File: src/shared/pintc_pkg.sv
// Purpose: constants and carrier types for the peripheral interrupt controller
// Assumes: AXI4-Lite register access, 32-bit data, one word per register
// Notes:   registers hold 8 significant bits; upper bits read as zero
package pintc_pkg;

  // register byte offsets
  localparam logic [7:0] PINTC_OFS_CTRL1 = 8'h00;
  localparam logic [7:0] PINTC_OFS_CTRL2 = 8'h04;
  localparam logic [7:0] PINTC_OFS_CTRL3 = 8'h08;
  localparam logic [7:0] PINTC_OFS_FLAGS1 = 8'h0c;
  localparam logic [7:0] PINTC_OFS_FLAGS2 = 8'h10;
  localparam logic [7:0] PINTC_OFS_EN1 = 8'h14;
  localparam logic [7:0] PINTC_OFS_EN2 = 8'h18;
  localparam logic [7:0] PINTC_OFS_PRIO1 = 8'h1c;
  localparam logic [7:0] PINTC_OFS_PRIO2 = 8'h20;
  localparam logic [7:0] PINTC_OFS_CFG = 8'h24;

  // reset values
  localparam logic [7:0] PINTC_RST_CTRL1 = 8'h00;
  localparam logic [7:0] PINTC_RST_CTRL2 = 8'h75;
  localparam logic [7:0] PINTC_RST_CTRL3 = 8'hc0;
  localparam logic [7:0] PINTC_RST_ZERO = 8'h00;
  localparam logic [7:0] PINTC_RST_PRIO = 8'hff;

  // writable masks
  localparam logic [7:0] PINTC_WM_CTRL1 = 8'hff;
  localparam logic [7:0] PINTC_WM_CTRL2 = 8'h75;
  localparam logic [7:0] PINTC_WM_CTRL3 = 8'hdb;
  localparam logic [7:0] PINTC_WM_FLAGS1 = 8'hcf;
  localparam logic [7:0] PINTC_WM_SET2 = 8'hdf;
  localparam logic [7:0] PINTC_WM_CFG = 8'h07;
  localparam logic [7:0] PINTC_WM_FULL = 8'hff;
  localparam logic [7:0] PINTC_WM_NO_PAR = 8'h7f;

  // control register 1 fields
  localparam int PINTC_B_GE = 7;
  localparam int PINTC_B_PGE = 6;
  localparam int PINTC_B_T0_EN = 5;
  localparam int PINTC_B_X0_EN = 4;
  localparam int PINTC_B_PC_EN = 3;
  localparam int PINTC_B_T0_FLAG = 2;
  localparam int PINTC_B_X0_FLAG = 1;
  localparam int PINTC_B_PC_FLAG = 0;
  // control register 2 fields
  localparam int PINTC_B_X0_POL = 6;
  localparam int PINTC_B_X1_POL = 5;
  localparam int PINTC_B_X2_POL = 4;
  localparam int PINTC_B_T0_PRIO = 2;
  localparam int PINTC_B_PC_PRIO = 0;
  // control register 3 fields
  localparam int PINTC_B_X2_PRIO = 7;
  localparam int PINTC_B_X1_PRIO = 6;
  localparam int PINTC_B_X2_EN = 4;
  localparam int PINTC_B_X1_EN = 3;
  localparam int PINTC_B_X2_FLAG = 1;
  localparam int PINTC_B_X1_FLAG = 0;
  // peripheral register 1 fields
  localparam int PINTC_B_PAR = 7;
  localparam int PINTC_B_RX = 5;
  localparam int PINTC_B_TX = 4;
  localparam int PINTC_B_CC1 = 2;
  // peripheral register 2 fields
  localparam int PINTC_B_OSCF = 7;
  localparam int PINTC_B_CMP = 6;
  localparam int PINTC_B_UNUSED2 = 5;
  localparam int PINTC_B_NVM = 4;
  localparam int PINTC_B_BCOL = 3;
  localparam int PINTC_B_VDET = 2;
  localparam int PINTC_B_T3 = 1;
  localparam int PINTC_B_CC2 = 0;
  // configuration register fields
  localparam int PINTC_B_PRIORITY_SCHEME_ENABLE = 0;
  localparam int PINTC_B_T0_16 = 1;
  localparam int PINTC_B_VDIR = 2;

  localparam logic [7:0] PINTC_T0_MAX8 = 8'hff;
  localparam logic [15:0] PINTC_T0_MAX16 = 16'hffff;

  localparam logic [1:0] PINTC_RESP_OKAY = 2'h0;
  localparam logic [1:0] PINTC_RESP_SLVERR = 2'h2;

  // capture/compare unit operating mode
  typedef enum logic [1:0] {
    PINTC_CC_OFF,
    PINTC_CC_CAPTURE,
    PINTC_CC_COMPARE,
    PINTC_CC_PWM
  } pintc_cc_mode_e;

  typedef struct packed {
    logic [7:0] awaddr;
    logic awvalid;
    logic [31:0] wdata;
    logic [3:0] wstrb;
    logic wvalid;
    logic bready;
    logic [7:0] araddr;
    logic arvalid;
    logic rready;
  } pintc_axi_req_s;

  typedef struct packed {
    logic awready;
    logic wready;
    logic [1:0] bresp;
    logic bvalid;
    logic arready;
    logic [31:0] rdata;
    logic [1:0] rresp;
    logic rvalid;
  } pintc_axi_resp_s;

  typedef struct packed {
    logic [7:0] working_register;
    logic [7:0] status;
    logic [7:0] bank_select_register;
  } pintc_ctx_s;

endpackage

File: src/logic/pintc_top.sv
// Purpose: interrupt flags, enables, priorities and request generation
// Assumes: peripheral event inputs are one-cycle pulses, synchronous to clk_i
// Notes:   flag set by hardware always wins over a software clear in the same cycle
`timescale 1ns/100ps

module pintc_top
  import pintc_pkg::*;
#(
  parameter bit PINS28 = 1'b0
) (
  // clock and reset
  input wire logic clk_i,
  input wire logic rstn_i,
  // register bus
  input wire pintc_axi_req_s axi_req_i,
  output pintc_axi_resp_s axi_resp_o,
  // peripheral events, first group
  input wire logic par_event_i,
  input wire logic adc_done_i,
  input wire logic rx_full_i,
  input wire logic tx_empty_i,
  input wire logic sser_done_i,
  input wire logic cc1_event_i,
  input wire pintc_cc_mode_e cc1_mode_i,
  input wire logic timer2_match_i,
  input wire logic timer1_ovf_i,
  // peripheral events, second group
  input wire logic clock_fail_i,
  input wire logic [1:0] comparator_out_i,
  input wire logic nvm_write_done_i,
  input wire logic bus_collision_i,
  input wire logic voltage_above_i,
  input wire logic timer3_ovf_i,
  input wire logic cc2_event_i,
  input wire pintc_cc_mode_e cc2_mode_i,
  // core sources
  input wire logic [2:0] ext_pin_i,
  input wire logic [15:0] timer0_count_i,
  input wire logic [3:0] port_upper_i,
  input wire logic port_read_i,
  // core interface
  input wire logic sleep_i,
  input wire logic entry_i,
  input wire logic [20:0] return_pc_i,
  input wire pintc_ctx_s ctx_i,
  output logic irq_high_o,
  output logic irq_low_o,
  output logic wake_o,
  output logic push_o,
  output logic [20:0] push_pc_o,
  output pintc_ctx_s shadow_o
);

  function automatic logic [7:0] wr8(input logic [7:0] old, input logic [7:0] wd,
                                     input logic hit, input logic [7:0] wm);
    wr8 = hit ? ((old & ~wm) | (wd & wm)) : old;
  endfunction

  function automatic logic edge_hit(input logic prev, input logic cur, input logic pol);
    edge_hit = pol ? (~prev & cur) : (prev & ~cur);
  endfunction

  // an idle or pwm unit raises nothing
  function automatic logic cc_counts(input pintc_cc_mode_e mode);
    cc_counts = (mode == PINTC_CC_CAPTURE) | (mode == PINTC_CC_COMPARE);
  endfunction

  // register state
  logic [7:0] ctrl1_r, ctrl2_r, ctrl3_r, flags1_r, flags2_r;
  logic [7:0] en1_r, en2_r, prio1_r, prio2_r, cfg_r;
  logic [7:0] ctrl1_nxt, ctrl2_nxt, ctrl3_nxt, flags1_nxt, flags2_nxt;
  logic [7:0] en1_nxt, en2_nxt, prio1_nxt, prio2_nxt, cfg_nxt;

  // event history
  logic hist_valid_r;
  logic [2:0] ext_prev_r;
  logic [1:0] cmp_prev_r;
  logic [15:0] t0_prev_r;
  logic [3:0] port_snap_r;

  // bus state
  logic aw_held_r, w_held_r, bvalid_r, rvalid_r;
  logic [7:0] awaddr_r;
  logic [31:0] wdata_r;
  logic [3:0] wstrb_r;
  logic [1:0] bresp_r, rresp_r;
  logic [31:0] rdata_r;

  // context outputs
  logic push_r;
  logic [20:0] push_pc_r;
  pintc_ctx_s shadow_r;

  // variant masks: the parallel port bit vanishes on the small package
  wire [7:0] wm_par = PINS28 ? PINTC_WM_NO_PAR : PINTC_WM_FULL;
  wire [7:0] wm_flags1 = PINTC_WM_FLAGS1 & wm_par;
  wire [7:0] rst_prio1 = PINTC_RST_PRIO & wm_par;
  wire [7:0] rst_prio2 = PINTC_RST_PRIO & PINTC_WM_SET2;

  // write channel
  wire do_write = aw_held_r & w_held_r & ~bvalid_r;
  // a write without the low byte lane leaves every register alone
  wire wr_lane = wstrb_r[0];
  wire [7:0] wd = wdata_r[7:0];
  wire wr_ctrl1 = do_write & wr_lane & (awaddr_r == PINTC_OFS_CTRL1);
  wire wr_ctrl2 = do_write & wr_lane & (awaddr_r == PINTC_OFS_CTRL2);
  wire wr_ctrl3 = do_write & wr_lane & (awaddr_r == PINTC_OFS_CTRL3);
  wire wr_flags1 = do_write & wr_lane & (awaddr_r == PINTC_OFS_FLAGS1);
  wire wr_flags2 = do_write & wr_lane & (awaddr_r == PINTC_OFS_FLAGS2);
  wire wr_en1 = do_write & wr_lane & (awaddr_r == PINTC_OFS_EN1);
  wire wr_en2 = do_write & wr_lane & (awaddr_r == PINTC_OFS_EN2);
  wire wr_prio1 = do_write & wr_lane & (awaddr_r == PINTC_OFS_PRIO1);
  wire wr_prio2 = do_write & wr_lane & (awaddr_r == PINTC_OFS_PRIO2);
  wire wr_cfg = do_write & wr_lane & (awaddr_r == PINTC_OFS_CFG);
  wire wr_mapped = (awaddr_r == PINTC_OFS_CTRL1) | (awaddr_r == PINTC_OFS_CTRL2) |
                   (awaddr_r == PINTC_OFS_CTRL3) | (awaddr_r == PINTC_OFS_FLAGS1) |
                   (awaddr_r == PINTC_OFS_FLAGS2) | (awaddr_r == PINTC_OFS_EN1) |
                   (awaddr_r == PINTC_OFS_EN2) | (awaddr_r == PINTC_OFS_PRIO1) |
                   (awaddr_r == PINTC_OFS_PRIO2) | (awaddr_r == PINTC_OFS_CFG);

  // read decode
  logic [7:0] rd_byte;
  logic rd_hit;
  always_comb begin
    rd_hit = 1'b1;
    case (axi_req_i.araddr)
      PINTC_OFS_CTRL1: rd_byte = ctrl1_r;
      PINTC_OFS_CTRL2: rd_byte = ctrl2_r;
      PINTC_OFS_CTRL3: rd_byte = ctrl3_r;
      PINTC_OFS_FLAGS1: rd_byte = flags1_r;
      PINTC_OFS_FLAGS2: rd_byte = flags2_r;
      PINTC_OFS_EN1: rd_byte = en1_r;
      PINTC_OFS_EN2: rd_byte = en2_r;
      PINTC_OFS_PRIO1: rd_byte = prio1_r;
      PINTC_OFS_PRIO2: rd_byte = prio2_r;
      PINTC_OFS_CFG: rd_byte = cfg_r;
      default: begin
        rd_byte = 8'h00;
        rd_hit = 1'b0;
      end
    endcase
  end

  // event detection
  wire priority_scheme_enable = cfg_r[PINTC_B_PRIORITY_SCHEME_ENABLE];
  wire vdir = cfg_r[PINTC_B_VDIR];
  wire [2:0] ext_pol = {ctrl2_r[PINTC_B_X2_POL], ctrl2_r[PINTC_B_X1_POL],
                        ctrl2_r[PINTC_B_X0_POL]};
  // first sample after reset only seeds the history, so no false edge
  wire [2:0] ext_edge = {3{hist_valid_r}} &
                        {edge_hit(ext_prev_r[2], ext_pin_i[2], ext_pol[2]),
                         edge_hit(ext_prev_r[1], ext_pin_i[1], ext_pol[1]),
                         edge_hit(ext_prev_r[0], ext_pin_i[0], ext_pol[0])};
  wire t0_roll8 = (t0_prev_r[7:0] == PINTC_T0_MAX8) &
                  (timer0_count_i[7:0] == ~PINTC_T0_MAX8);
  wire t0_roll16 = (t0_prev_r == PINTC_T0_MAX16) &
                   (timer0_count_i == ~PINTC_T0_MAX16);
  wire t0_ovf = cfg_r[PINTC_B_T0_16] ? t0_roll16 : t0_roll8;
  // mismatch keeps setting until a port read refreshes the snapshot
  wire port_change = hist_valid_r & (|(port_upper_i ^ port_snap_r));
  wire cmp_change = hist_valid_r & (|(comparator_out_i ^ cmp_prev_r));
  wire v_cond = vdir ? voltage_above_i : ~voltage_above_i;
  wire cc1_set = cc1_event_i & cc_counts(cc1_mode_i);
  wire cc2_set = cc2_event_i & cc_counts(cc2_mode_i);

  // set vectors, independent of every enable
  wire [7:0] set_ctrl1 = {5'h00, t0_ovf, ext_edge[0], port_change};
  wire [7:0] set_ctrl3 = {6'h00, ext_edge[2], ext_edge[1]};
  wire [7:0] set_flags1 = {par_event_i, adc_done_i, 2'h0, sser_done_i, cc1_set,
                           timer2_match_i, timer1_ovf_i} & wm_flags1;
  wire [7:0] set_flags2 = {clock_fail_i, cmp_change, 1'b0, nvm_write_done_i,
                           bus_collision_i, v_cond, timer3_ovf_i,
                           cc2_set};

  // next values: set wins over a software clear
  assign ctrl1_nxt = wr8(ctrl1_r, wd, wr_ctrl1, PINTC_WM_CTRL1) | set_ctrl1;
  assign ctrl2_nxt = wr8(ctrl2_r, wd, wr_ctrl2, PINTC_WM_CTRL2);
  assign ctrl3_nxt = wr8(ctrl3_r, wd, wr_ctrl3, PINTC_WM_CTRL3) | set_ctrl3;
  // receive and transmit bits mirror the serial buffer state, not software
  wire [7:0] ro_flags1 = (8'h01 << PINTC_B_RX) | (8'h01 << PINTC_B_TX);
  assign flags1_nxt = (wr8(flags1_r, wd, wr_flags1, wm_flags1) & ~ro_flags1) | set_flags1 |
                      {2'h0, rx_full_i, tx_empty_i, 4'h0};
  assign flags2_nxt = wr8(flags2_r, wd, wr_flags2, PINTC_WM_SET2) | set_flags2;
  assign en1_nxt = wr8(en1_r, wd, wr_en1, wm_par);
  assign en2_nxt = wr8(en2_r, wd, wr_en2, PINTC_WM_SET2);
  assign prio1_nxt = wr8(prio1_r, wd, wr_prio1, wm_par);
  assign prio2_nxt = wr8(prio2_r, wd, wr_prio2, PINTC_WM_SET2);
  assign cfg_nxt = wr8(cfg_r, wd, wr_cfg, PINTC_WM_CFG);

  always_ff @(posedge clk_i) begin
    if (!rstn_i) begin
      ctrl1_r <= PINTC_RST_CTRL1;
      ctrl2_r <= PINTC_RST_CTRL2;
      ctrl3_r <= PINTC_RST_CTRL3;
      flags1_r <= PINTC_RST_ZERO;
      flags2_r <= PINTC_RST_ZERO;
      en1_r <= PINTC_RST_ZERO;
      en2_r <= PINTC_RST_ZERO;
      prio1_r <= rst_prio1;
      prio2_r <= rst_prio2;
      cfg_r <= PINTC_RST_ZERO;
    end else begin
      ctrl1_r <= ctrl1_nxt;
      ctrl2_r <= ctrl2_nxt;
      ctrl3_r <= ctrl3_nxt;
      flags1_r <= flags1_nxt;
      flags2_r <= flags2_nxt;
      en1_r <= en1_nxt;
      en2_r <= en2_nxt;
      prio1_r <= prio1_nxt;
      prio2_r <= prio2_nxt;
      cfg_r <= cfg_nxt;
    end
  end

  // history registers load from ports after reset, so no port value enters reset
  always_ff @(posedge clk_i) begin
    if (!rstn_i) begin
      hist_valid_r <= 1'b0;
      ext_prev_r <= 3'h0;
      cmp_prev_r <= 2'h0;
      t0_prev_r <= 16'h0000;
      port_snap_r <= 4'h0;
    end else begin
      hist_valid_r <= 1'b1;
      ext_prev_r <= ext_pin_i;
      cmp_prev_r <= comparator_out_i;
      t0_prev_r <= timer0_count_i;
      if (port_read_i | ~hist_valid_r) begin
        port_snap_r <= port_upper_i;
      end
    end
  end

  // request generation
  wire [7:0] act1 = flags1_r & en1_r;
  wire [7:0] act2 = flags2_r & en2_r;
  wire t0_act = ctrl1_r[PINTC_B_T0_FLAG] & ctrl1_r[PINTC_B_T0_EN];
  wire x0_act = ctrl1_r[PINTC_B_X0_FLAG] & ctrl1_r[PINTC_B_X0_EN];
  wire x1_act = ctrl3_r[PINTC_B_X1_FLAG] & ctrl3_r[PINTC_B_X1_EN];
  wire x2_act = ctrl3_r[PINTC_B_X2_FLAG] & ctrl3_r[PINTC_B_X2_EN];
  wire pc_act = ctrl1_r[PINTC_B_PC_FLAG] & ctrl1_r[PINTC_B_PC_EN];
  wire core_hi = x0_act | (x1_act & ctrl3_r[PINTC_B_X1_PRIO]) |
                 (x2_act & ctrl3_r[PINTC_B_X2_PRIO]) |
                 (t0_act & ctrl2_r[PINTC_B_T0_PRIO]) |
                 (pc_act & ctrl2_r[PINTC_B_PC_PRIO]);
  wire core_lo = (x1_act & ~ctrl3_r[PINTC_B_X1_PRIO]) |
                 (x2_act & ~ctrl3_r[PINTC_B_X2_PRIO]) |
                 (t0_act & ~ctrl2_r[PINTC_B_T0_PRIO]) |
                 (pc_act & ~ctrl2_r[PINTC_B_PC_PRIO]);
  wire per_hi = |(act1 & prio1_r) | |(act2 & prio2_r);
  wire per_lo = |(act1 & ~prio1_r) | |(act2 & ~prio2_r);
  wire per_any = |act1 | |act2;
  wire ge = ctrl1_r[PINTC_B_GE];
  wire pge = ctrl1_r[PINTC_B_PGE];
  wire flat_req = ge & (x0_act | x1_act | x2_act | t0_act | pc_act |
                        (pge & per_any));
  wire hi_req = priority_scheme_enable ? (ge & (core_hi | per_hi)) : flat_req;
  wire lo_req = priority_scheme_enable & pge & (core_lo | per_lo);

  // low is masked while high is pending, so the core never sees both
  assign irq_high_o = hi_req;
  assign irq_low_o = lo_req & ~hi_req;
  // wake needs only the pin enable; vectoring then follows the request outputs
  assign wake_o = sleep_i & (x0_act | x1_act | x2_act);

  // context capture on interrupt entry
  // shadow holds until the next entry, ready for a fast return
  always_ff @(posedge clk_i) begin
    if (!rstn_i) begin
      push_r <= 1'b0;
      push_pc_r <= 21'h000000;
      shadow_r <= '0;
    end else begin
      push_r <= entry_i;
      if (entry_i) begin
        push_pc_r <= return_pc_i;
        shadow_r <= ctx_i;
      end
    end
  end
  assign push_o = push_r;
  assign push_pc_o = push_pc_r;
  assign shadow_o = shadow_r;

  // bus slave: address and data taken in either order, one at a time
  always_ff @(posedge clk_i) begin
    if (!rstn_i) begin
      aw_held_r <= 1'b0;
      awaddr_r <= 8'h00;
    end else if (do_write) begin
      aw_held_r <= 1'b0;
    end else if (axi_req_i.awvalid & ~aw_held_r & ~bvalid_r) begin
      aw_held_r <= 1'b1;
      awaddr_r <= axi_req_i.awaddr;
    end
  end

  always_ff @(posedge clk_i) begin
    if (!rstn_i) begin
      w_held_r <= 1'b0;
      wdata_r <= 32'h00000000;
      wstrb_r <= 4'h0;
    end else if (do_write) begin
      w_held_r <= 1'b0;
    end else if (axi_req_i.wvalid & ~w_held_r & ~bvalid_r) begin
      w_held_r <= 1'b1;
      wdata_r <= axi_req_i.wdata;
      wstrb_r <= axi_req_i.wstrb;
    end
  end

  // an unmapped write still completes, but answers with an error
  always_ff @(posedge clk_i) begin
    if (!rstn_i) begin
      bvalid_r <= 1'b0;
      bresp_r <= PINTC_RESP_OKAY;
    end else if (do_write) begin
      bvalid_r <= 1'b1;
      bresp_r <= wr_mapped ? PINTC_RESP_OKAY : PINTC_RESP_SLVERR;
    end else if (bvalid_r & axi_req_i.bready) begin
      bvalid_r <= 1'b0;
    end
  end

  // read answers one cycle after the address; data stands until taken
  always_ff @(posedge clk_i) begin
    if (!rstn_i) begin
      rvalid_r <= 1'b0;
      rdata_r <= 32'h00000000;
      rresp_r <= PINTC_RESP_OKAY;
    end else if (axi_req_i.arvalid & ~rvalid_r) begin
      rvalid_r <= 1'b1;
      rdata_r <= {24'h000000, rd_byte};
      rresp_r <= rd_hit ? PINTC_RESP_OKAY : PINTC_RESP_SLVERR;
    end else if (rvalid_r & axi_req_i.rready) begin
      rvalid_r <= 1'b0;
    end
  end

  assign axi_resp_o.awready = ~aw_held_r & ~bvalid_r;
  assign axi_resp_o.wready = ~w_held_r & ~bvalid_r;
  assign axi_resp_o.bvalid = bvalid_r;
  assign axi_resp_o.bresp = bresp_r;
  assign axi_resp_o.arready = ~rvalid_r;
  assign axi_resp_o.rvalid = rvalid_r;
  assign axi_resp_o.rdata = rdata_r;
  assign axi_resp_o.rresp = rresp_r;

endmodule

File: config.mk
export PLATFORM = sky130hd
export DESIGN_NAME = pintc_top
export DESIGN_NICKNAME = d
export VERILOG_FILES = /design/src/shared/pintc_pkg.sv /design/src/logic/pintc_top.sv
export SDC_FILE = /design/constraint.sdc
export NUM_CORES = 1
export LEC_CHECK = 0
export ABC_CLOCK_PERIOD_IN_PS = 2900
export BUFFER_PORTS_ARGS = -buffer_cell sky130_fd_sc_hd__buf_2
export CORE_MARGIN = 3
export CORE_UTILIZATION = 55
export CTS_CLUSTER_DIAMETER = 120
export CTS_CLUSTER_SIZE = 8
export DETAILED_ROUTE_END_ITERATION = 10
export PLACE_DENSITY = 0.85
export SYNTH_ARGS = -nofsm -noshare
export SYNTH_HDL_FRONTEND = slang
export SYNTH_SLANG_ARGS = --single-unit
File: constraint.sdc
create_clock -name clk_i -period 2.9 [get_ports clk_i]
set_input_delay 0.725 -clock clk_i [delete_from_list [all_inputs] [get_ports clk_i]]
set_output_delay 0.725 -clock clk_i [all_outputs]
set_load 0.01 [all_outputs]
======== Word-level counts from Yosys, hierarchy flattened ========
Cells that the tools add are included.
word-level totals
  logic and storage cells ................. 216
  flip-flop bits (word level) ............. 185
operators by class
  eq/ne operators ......................... 24
  bitwise logic cells ..................... 125
  multiplexer cells ....................... 19
  reduce and logical (&&, ||, !) cells .... 18
operators by type and width
  kind                    number
  $pmux W8 S10            1
  $eq A8 B5 Y1 const B    8
  $and A1 B1 Y1           54
  $and A8 B8 Y8           6
  $reduce_or A8 Y1        6
  $or A6 B8 Y8            5
  $eq A8 B4 Y1 const B    4
  $eq A8 B6 Y1 const B    4
  $mux W8                 4
  $or A1 B1 Y1            29
  $logic_not A8 Y1        3
  $not A1 Y1              19
  $eq A16 B16 Y1 const B  1
  $eq A8 B3 Y1 const B    2
  $logic_not A16 Y1       1
  $not A8 Y8              2
  $or A8 B3 Y8            2
  $or A8 B8 Y8            2
  $mux W1                 12
  $reduce_or A10 Y1       1
  $eq A8 B8 Y1 const B    1
  $or A8 B2 Y8            1
  $or A8 B6 Y8            1
  $or A8 B7 Y8            1
  10 further kinds        16

======== Depth between registers and ports, before layout ========
Gate-level depths: netlist of the first run.
  depth in word-level cells ............... 11
  mapped depth ............................ 7

======== Least setup slack after synthesis of the first run ========
No wires, ideal clock.
  kind .................................... input to register
  from .................................... in axi_req_i[4] in the netlist's numbering
  to ...................................... reg rdata_r[6]
  setup time .............................. 0.125 ns
  stages .................................. 5
  data arrival time ....................... 1.974 ns
  setup slack ............................. 0.802 ns
  path through ............................ clkbuf_1 buf_2 mux4_2 a221oi_1 o21ai_0
between the ends
  cells in the longest elaborated chain, start to end .. 2
ends and longest elaborated chain
  what                                  RTL line          RTL
  start: declaration                    pintc_top.sv:15   input wire pintc_axi_req_s axi_req_i,
  $eq A8 B6 Y1 (tied with other cells)  pintc_top.sv:126  case (axi_req_i.araddr)
  $pmux W8 S10 (*)                      pintc_top.sv:126
  end signal: assignment                pintc_top.sv:334  rdata_r <= {24'h000000, rd_byte};
  end: declaration                      pintc_top.sv:87   logic [31:0] rdata_r;
Mark *: on every way between the ends. The rest lies on a longest branch, timed or not.
A chain may end at the register's enable or synchronous reset.

======== Worst setup path in the final report of the first run ========
  from .................................... reg ctrl3_r[3]
  to ...................................... out irq_high_o
between the ends
  cells in the longest elaborated chain, start to end .. 9
ends and longest elaborated chain
  what                        RTL line          RTL
  start: declaration          pintc_top.sv:69   logic [7:0] ctrl1_r, ctrl2_r, ctrl3_r, flags1_r, flags2_r;
  start signal: assignment    pintc_top.sv:205  ctrl3_r <= ctrl3_nxt;
  $and A1 B1 Y1 (*)           pintc_top.sv:240  wire x1_act = ctrl3_r[PINTC_B_X1_FLAG] & ctrl3_r[PINTC_B_X1_EN];
  $and A1 B1 Y1               pintc_top.sv:243  wire core_hi = x0_act | (x1_act & ctrl3_r[PINTC_B_X1_PRIO]) |
  $or A1 B1 Y1 (2 in series)  pintc_top.sv:243
  $or A1 B1 Y1                pintc_top.sv:244  (x2_act & ctrl3_r[PINTC_B_X2_PRIO]) |
  $or A1 B1 Y1                pintc_top.sv:245  (t0_act & ctrl2_r[PINTC_B_T0_PRIO]) |
  $or A1 B1 Y1                pintc_top.sv:258  wire hi_req = priority_scheme_enable ? (ge & (core_hi | per_hi)) : flat_req;
  $and A1 B1 Y1               pintc_top.sv:258
  $mux W1 (*)                 pintc_top.sv:258
  end: declaration            pintc_top.sv:46   output logic irq_high_o,
Marks and branches as above.

==> results of run 1 <==
## synthesized netlist by cell type, drive strengths merged (2+ instances only)
cell type	instances	area share, %
mux2i	108	14
and2	28	2.3
a21o	3	0.30
or3	5	0.41
a21oi	25	1.6
nand2	107	5.5
o22ai	6	0.49
and4	3	0.35
nand4	13	1.3
nand4b	2	0.23
nor3	14	0.99
nand2b	4	0.33
nand3	35	2.3
nor2	63	3.1
buf	38	3.3
mux2	8	1.4
nor2b	28	2.3
inv	5	0.25
o41ai	2	0.23
nand3b	6	0.59
and3	7	0.58
o311a	3	0.40
o21ai	16	1.1
o21a	6	0.59
xor2	9	1.0
mux4	3	0.89
a22o	4	0.46
nor4b	5	0.86
a21boi	19	1.9
a31oi	6	0.49
or4	5	0.49
clkbuf	35	1.7
dfxtp	170	45
nor4	10	1.1
a22oi	3	0.30
## worst max path at each step
| stage | end | slack [ns] |
|---|---|---|
| finish | irq_high_o | 0.13 |
| detailed placement | rdata_r[3] | 0.33 |
| CTS | irq_low_o | 0.11 |
| global route | irq_low_o | 0.02 |
| floorplan | rdata_r[6] | 0.80 |
| global placement | rdata_r[3] | 0.37 |
## power groups by stage
stage	Sequential [uW]	Clock [uW]	Combinational, uW
finish	2530	2200	504
floorplan	2560	0	332
CTS	2530	2230	507
global route	2540	2320	561
detailed placement	2580	0	504
global placement	2580	0	489
## cell type report
class / instances / share of cell area, %
clock inverters: 11 / 1.19
multi-input cells: 597 / 42.5
inverters: 5 / 0.205
well taps: 176 / 2.41
clock buffers: 21 / 5.04
flip-flops and latches: 170 / 37.2
repair buffers: 200 / 11.5
## routing by layer
layer	share of wire, %	track usage, %	vias to the layer above
met3	10	9.15	52
met2	47	43.8	365
met4	3.3	11.9	0
met1	39	33.9	3038
met5	0	0	-
li1	-	-	3173
## per-stage QoR
stage,util [%],cell area [um^2]
after floorplan,-,7680
after global placement,64.1,8560
after detailed placement,64.1,8560
after CTS,68.5,9140
after global routing,68.5,9140
final,68.5,9140
## what timing repair did
action | 4_1_cts | 5_1_grt
buffers inserted | 2 | 0
pin swaps | 1 | 0
gates resized for setup | 0 | 1
endpoints found under the setup margin | 2 | 1
## cells by family (layout without fill, tap and decap cells)
logic type | after synthesis | in the layout | share of synthesized area [%]
and+or+nand+nor | 337 | 337 | 22.9
muxes | 119 | 119 | 16.5
buffers and inverters | 78 | 237 | 5.27
AOI/OAI and AO/OA | 106 | 106 | 9.36
xor gates and xnor gates | 9 | 9 | 1.04
other | 1 | 26 | 0.0494
DFF | 170 | 170 | 44.8
## worst max-delay path, delay by kind of cell (launching register included)
family / cells / cell delay [ns]
flip-flops: 1 / 0.36
AND/OR/NAND/NOR: 2 / 0.26
AO/OA/AOI/OAI: 2 / 0.68
buffers and inverters: 2 / 0.32
## registers in the layout, indices dropped and copies added, names as in the netlist, 3 cells and up
register	flops
cfg_r	3
prio2_r	7
prio1_r	8
flags1_r	8
en2_r	7
en1_r	8
rdata_r	8
awaddr_r	8
wdata_r	8
ctrl2_r	5
ext_prev_r	3
ctrl1_r	8
port_snap_r	4
t0_prev_r	16
flags2_r	7
ctrl3_r	6
shadow_o	24
push_pc_o	21
==> impl_metrics.ini, run 1 <==
[timing]
period_share_pct = 95.4
fin_crit_ns = 2.77
fmax_mhz = 362
finalClockSkew_ns = 0.00779
setup_viol = 0
final_max_slew_viol_count = 0
hold_ws_ns = 0.457
setup_tns_ns = 0
relSlewSlack_pct = 58.5
hold_viol = 0
rsz0062_at_grt = no
layout_setup_ws_ns = 0.134
tightest_slew_ns = 0.618

[place]
dpl.cell_count = 1146
post-place-ws_ns = 0.335
dp_hpwl_um = 15300
portBuffers = 186
place_congestion = 1.02

[clocking]
ctsHoldBuffers = 0
clk_latency_ns = 0.42
cts_buffer_depth = 2
cts_max_level = 4
cts_buffers = 17
cts_root_buf = clkbuf_16
clkSlewWorstSetupHoldPaths_ns = 0.07
cts_tree = done
clkSinkCount = 170

[floorplan]
design.die.area_mm2 = 0.0152
core_mm2 = 0.0133
die_w_um = 123
initial_core_util_pct = 56.9
ios = 240
rows = 42
die_h_um = 123

[worst_setup_path]
r2r_end = flags2_r[3]
crit_arrival_ns = 2.04
ff2ff_setup_slack_ns = 0.71
critPathLaunchType = register
slowest_delay_ns = 0.37
critPathLaunch = ctrl3_r[3]
end_kind = primary output
critPathRequiredTime_ns = 2.17
path_cells = a222oi_1, buf_4, nand3_1, o31a_1, and2_1, buf_2
cp_slowest_cell = a222oi_1
reg2reg_depth = 5
critPathKind = register to primary output
crit_fanout = 5
worstReg2RegStart = bvalid_r

[synthesis]
synth_cell_types = 62
synthArstFlopShare_pct = 0
yosysSeqAreaShare_pct = 44.8
ys_ff_latch = 170
synth_cells = 820
synth_edf_count = 0
synth.avg_cell_area_um2 = 9.26
synth-main-ff-cell = dfxtp_1
synth_warnings = 0
netlist_area_mm2 = 0.00759

[global_route]
grt_pass1_wl_um = 32400
grt_max_degree = 59
gr-usage-all-layers_pct = 27.5
grt_pass1_vias = 6486
grt_antenna_before_repair = 0
grt-ovfl-total = 0

[worst_hold_path]
worstHoldStart = rdata_r[3]
hp-class = register to register
whs_path_depth = 1
hold_end = rdata_r[3]

[power]
p_sw_uw = 1330
pwr-share-clk_pct = 42.0
leakage_uw = 0.00437
powerDensity_mw_per_mm2 = 573
p_total_uw = 5240
power_frac_seq_pct = 48.4
share_comb_of_total_power_pct = 9.6
p_sw_share_pct = 25.3
ir_worst_vdd_mv = 0.457
p_int_uw = 3910

[finish]
num-nets-final = 1141
layout_common_cells = buf_2 (186), dfxtp_1 (170), mux2i_1 (108), nand2_1 (104), nor2_1 (63)
final_cells = 1180
layout_commonest_cell = buf_2
nFillCells = 1095
syn2layout_area_growth_pct = 20.4
drive_gt1_share_pct = 25.2
diodes = 0
seq_area_mm2 = 0.00340
multi_input_area_mm2 = 0.00388

[detailed_routing]
viasPerCell = 5.62
drtIter0Drc = 641
wl_per_cell_um = 17.5
firstDrtPassIters = 5
vias = 6628
totalWireLength_um = 20700
drc = 0
final_antenna_net_count = 0

[job]
drv_cap = 0

[run_status]
status = finished, final reports clean
Power figures use the tool's default switching activity.
==> inputs of run 2 (changes only) <==
Settings changed: ABC_AREA set to 1.
==> run 2 against run 1 <==
Cell area fell by 0.64%. Cell count is 19% higher. Clock skew is 0.0014 ns higher. First-iteration DRC count is 16% lower. Utilization fell by 0.44 points. Critical endpoint is now irq_low_o.
==> impl_metrics.ini, run 2 <==
[floorplan]
die_h_um = 123
die_w_um = 123
core_mm2 = 0.0133
ios = 240
design.die.area_mm2 = 0.0152
initial_core_util_pct = 56.6
rows = 42

[synthesis]
synth_most_common_cell = nand2_1
synth_edf_count = 0
synthTopCellsByArea = dfxtp_1 (45%), nand2_1 (9.5%), nor2_1 (9.4%), o21ai_0 (7.6%), nand3_1 (5.0%)
synthAdderAreaFrac_pct = 0
synth-main-ff-cell = dfxtp_1
synth.avg_cell_area_um2 = 7.18
synth_xor_area_share_pct = 0.812
synth-simple-area-share_pct = 27.4
ys_ff_latch = 170
synth_cells = 1052
synth_top_family_by_area = simple AND/OR/NAND/NOR gates
synthTopCellsByCount = nand2_1 (192), nor2_1 (189), dfxtp_1 (170), o21ai_0 (114), inv_1 (98)
synth_compound_area_share_pct = 15.9
synth_warnings = 0
synth_cell_types = 41
synth.top_cell.area_share_pct = 45.1
synthMuxAreaShare_pct = 0
netlist_area_mm2 = 0.00755
yosysSeqAreaShare_pct = 45.1
yosysTopAreaCell = dfxtp_1
synthArstFlopShare_pct = 0

[finish]
fin_util_pct = 68.0
seq_area_mm2 = 0.00340
layout_common_cells = nand2_1 (192), nor2_1 (189), buf_2 (185), dfxtp_1 (170), o21ai_0 (114)
syn2layout_area_growth_pct = 20.3
nFillCells = 1174
layout_commonest_cell = nand2_1
largest_register_ffs = 24
multi_input_area_mm2 = 0.00343
diodes = 0
drive_gt1_share_pct = 20.2
num-nets-final = 1370

[clocking]
clkSlewWorstSetupHoldPaths_ns = 0.07
cts_root_buf = clkbuf_16
cts_setup_buffers = 0
cts_buffer_depth = 2
clkSinkCount = 170
cts_buffers = 17
ctsHoldBuffers = 0
cts_max_level = 4
cts_resized = 0
clk_latency_ns = 0.43
cts_tree = done

[timing]
setup_viol = 0
setup_tns_ns = 0
final_max_slew_viol_count = 0
hold_viol = 0
rsz0062_at_grt = no
finalClockSkew_ns = 0.00920
tightest_slew_ns = 0.731
period_share_pct = 90.6
relSlewSlack_pct = 51.2
fmax_mhz = 381
fin_crit_ns = 2.63

[global_route]
grt_pass1_wl_um = 33300
grt-ovfl-total = 0
grt_pass1_vias = 6873
grt_max_degree = 79
grt_antenna_before_repair = 0
gr-usage-all-layers_pct = 28.2

[detailed_routing]
totalWireLength_um = 21200
drtIter0Drc = 539
vias = 7301
drc = 0
final_antenna_net_count = 0
firstDrtPassIters = 5
wl_per_cell_um = 15.0
viasPerCell = 5.18

[place]
dp_hpwl_um = 15700
place_congestion = 1.00
portBuffers = 186

[worst_setup_path]
critPathLaunchType = register
end_kind = primary output
crit_fanout = 4
critPathKind = register to primary output
worstReg2RegStart = bvalid_r
critPathRequiredTime_ns = 2.17
crit_arrival_ns = 1.90
critPathLaunch = flags1_r[6]

[worst_hold_path]
hp-class = register to register
worstHoldStart = rdata_r[2]

[run_status]
status = finished, final reports clean

[job]
drv_cap = 0

[power]
powerDensity_mw_per_mm2 = 602
ir_worst_vdd_mv = 0.465
leakage_uw = 0.00462
## run 2: routing by layer
| layer | part of all wire (%) | track usage, % | vias to the layer above | wire length, um |
|---|---|---|---|---|
| met1 | 42 | 35.0 | 3253 | 8850 |
| met5 | 0 | 0 | - | 0 |
| met4 | 3.5 | 12.7 | 0 | 740 |
| li1 | - | - | 3712 | - |
| met3 | 8.0 | 7.27 | 52 | 1690 |
| met2 | 47 | 46.1 | 284 | 9890 |
## run 2: area by class of cell
| class | instances | share of cell area (%) |
|---|---|---|
| Multi-Input combinational cell | 732 | 37.8 |
| Clock inverter | 14 | 2.12 |
| Sequential cell | 170 | 37.5 |
| Clock buffer | 18 | 4.73 |
| Tap cell | 176 | 2.42 |
| Timing Repair Buffer | 194 | 11.1 |
| Inverter | 105 | 4.39 |
## run 2: path summary, 6_finish.rpt
path / endpoint / slack [ns] / cells after the start
max: irq_low_o / 0.27 / 8
min: rdata_r[2] / 0.47 / 2
max reg2reg: en1_r[7] / 1.16 / 7
min reg2reg: rdata_r[2] / 0.47 / 2
## run 2: critical path, stage by stage, from the launching register on
cell and delay, ns:
dfxtp_1 0.42, nand2_1 0.12, o21ai_0 0.27, nor2_1 0.07
nand3_1 0.09, o21ai_0 0.08, nor2_1 0.19, nor2_1 0.09
buf_2 0.14
## run 2: where the power goes
part	internal [uW]	switching, uW
registers	2450	72.2
clock network	1450	960
logic	194	345
total	4090	1380
## run 2: kinds of logic after synthesis
kind of cell    Yosys count
simple gates            491
compound gates          208
buf+inv                 175
flops                   170
xor+xnor                  7
other cells               1
## run 2: per-stage QoR
| step | cell area [um^2] | total power, uW | instances | hold WS [ns] | setup WS, ns |
|---|---|---|---|---|---|
| 2_1_floorplan | 7640 | 2900 | 1077 | 0.446 | 1.09 |
| 3_3_place_gp | 8460 | 3090 | 1377 | 0.449 | 0.733 |
| 3_5_place_dp | 8460 | 3110 | 1377 | 0.454 | 0.650 |
| 4_1_cts | 9080 | 5490 | 1409 | 0.464 | 0.317 |
| 5_1_grt | 9080 | 5670 | 1409 | 0.482 | 0.236 |
| 6_report | 9080 | 5470 | 1409 | 0.466 | 0.274 |
==> inputs of run 3 (changes only) <==
Settings changed: CORE_MARGIN 3 to not set.
==> run 3 against run 2 <==
Sequential share of layout area increased by 0.19 points. Maximum frequency grew 2.5%. Wire length decreased by 1.4%. Critical path depth stayed put. Cell area fell by 0.50%. Via count up 1.8%. Non-clock buffer count up 2. Clock-buffer cell count fell by 1. Largest cell class unchanged. Highest routed layer unchanged.
==> impl_metrics.ini, run 3 (synthesis results as in run 2) <==
[worst_setup_path]
worstReg2RegStart = bvalid_r
slowest_delay_ns = 0.48
crit_fanout = 4
crit_arrival_ns = 1.84
crit_buf_inv = 1
cp_slowest_cell = dfxtp_1
cp_top_family = simple AND/OR/NAND/NOR gates
path_cells = nand2_1, nand3_1, nor2_1, a21boi_0, nor2_1, nor2_1, nor2_1, buf_2
reg2reg_depth = 7
crit_top_cell = nor2_1
critPathRequiredTime_ns = 2.17
r2r_end = en1_r[0]
end_kind = primary output
ff2ff_setup_slack_ns = 1.18
critPathLaunchType = register
critPathKind = register to primary output

[timing]
layout_setup_ws_ns = 0.338
rsz0062_at_grt = no
setup_tns_ns = 0
tightest_slew_ns = 0.732
final_max_slew_viol_count = 0
period_share_pct = 88.4
relSlewSlack_pct = 51.1
fin_crit_ns = 2.56
setup_viol = 0
hold_viol = 0
finalClockSkew_ns = 0.00523
hold_ws_ns = 0.461
fmax_mhz = 390

[global_route]
grt_antenna_before_repair = 0
grt-ovfl-total = 0
grt_max_degree = 54
grt_pass1_wl_um = 33600
grt_pass1_vias = 6946
gr-usage-all-layers_pct = 30.3

[worst_hold_path]
hold_end = rdata_r[1]
whs_path_depth = 2
hp-class = register to register
worstHoldStart = rdata_r[1]

[power]
ir_worst_vdd_mv = 0.403
powerDensity_mw_per_mm2 = 584
leakage_uw = 0.00460

[clocking]
cts_tree = done
cts_setup_buffers = 0
clk_latency_ns = 0.43
clkSlewWorstSetupHoldPaths_ns = 0.06
ctsHoldBuffers = 0
cts_buffer_depth = 2
cts_root_buf = clkbuf_16
cts_buffers = 17
clkSinkCount = 170
cts_resized = 0
cts_max_level = 4

[run_status]
status = finished, final reports clean

[detailed_routing]
firstDrtPassIters = 5
drtIter0Drc = 554
drc = 0
viasPerCell = 5.27
totalWireLength_um = 20900
vias = 7429
final_antenna_net_count = 0
wl_per_cell_um = 14.8

[finish]
diodes = 0
drive_gt1_share_pct = 20.3
num-nets-final = 1372
largest_register_ffs = 24
fin_area_mm2 = 0.00904
layout_commonest_cell = nand2_1
syn2layout_area_growth_pct = 19.7
layout_common_cells = nand2_1 (192), nor2_1 (189), buf_2 (185), dfxtp_1 (170), o21ai_0 (114)

[place]
place_congestion = 0.973
post-place-ws_ns = 0.665
portBuffers = 186
dpl-instance-area_mm2 = 0.00846
dp_hpwl_um = 15400

[floorplan]
die_h_um = 119
design.die.area_mm2 = 0.0142
core_mm2 = 0.0133
rows = 42
initial_core_util_pct = 56.8
ios = 240
die_w_um = 119

[job]
drv_cap = 0
[run 3: cell types whose count changed in the layout (fill, tap and decap cells not counted), sizes merged]
| cell | previous run | this run |
|---|---|---|
| buf | 194 | 196 |
| bufinv | 4 | 2 |
| clkbuf | 18 | 17 |
| clkinv | 7 | 10 |
| clkinvlp | 2 | 3 |
| inv | 106 | 104 |
[run 3: through the flow]
stage / util [%] / instances / total power [uW]
floorplan: - / 1077 / 2900
global placement: 63.7 / 1379 / 3090
detailed placement: 63.7 / 1379 / 3110
CTS: 68.0 / 1410 / 5290
global route: 68.0 / 1410 / 5490
finish: 68.0 / 1410 / 5280
[run 3: worst max path at each step]
stage / cells after the start / slack [ns] / from / endpoint
after global placement: 10 / 0.73 / axi_req_i[9] / rdata_r[7]
after detailed placement: 10 / 0.67 / axi_req_i[6] / rdata_r[7]
final: 8 / 0.34 / flags2_r[4] / irq_low_o
after CTS: 10 / 0.36 / flags2_r[2] / irq_low_o
after floorplan: 9 / 1.09 / flags2_r[2] / irq_low_o
after global routing: 10 / 0.27 / ctrl1_r[0] / irq_low_o
[run 3: layout make-up]
class	instances	area, um^2
repair buffers	196	1010
clock inverters	14	149
well taps	176	220
multi-input cells	732	3430
flip-flops and latches	170	3400
clock buffers	17	425
fillers	1167	4260
inverters	105	399
[run 3: tightest hold or removal path, stage by stage (launching register included)]
cell and delay [ns]:
dfxtp_1 0.31, nand2_1 0.06, a21oi_1 0.05
[run 3: power breakdown]
| group | internal (uW) | total (uW) | switching, uW |
|---|---|---|---|
| clock network | 1270 | 2210 | 945 |
| logic | 194 | 543 | 349 |
| registers | 2450 | 2520 | 73.3 |
| total | 3910 | 5280 | 1370 |
[run 3: layer usage]
layer | GRT usage, % | routed length, um
met5 | 0 | 0
met4 | 15.7 | 777
met3 | 7.66 | 1560
met1 | 35.8 | 8770
met2 | 50.5 | 9780
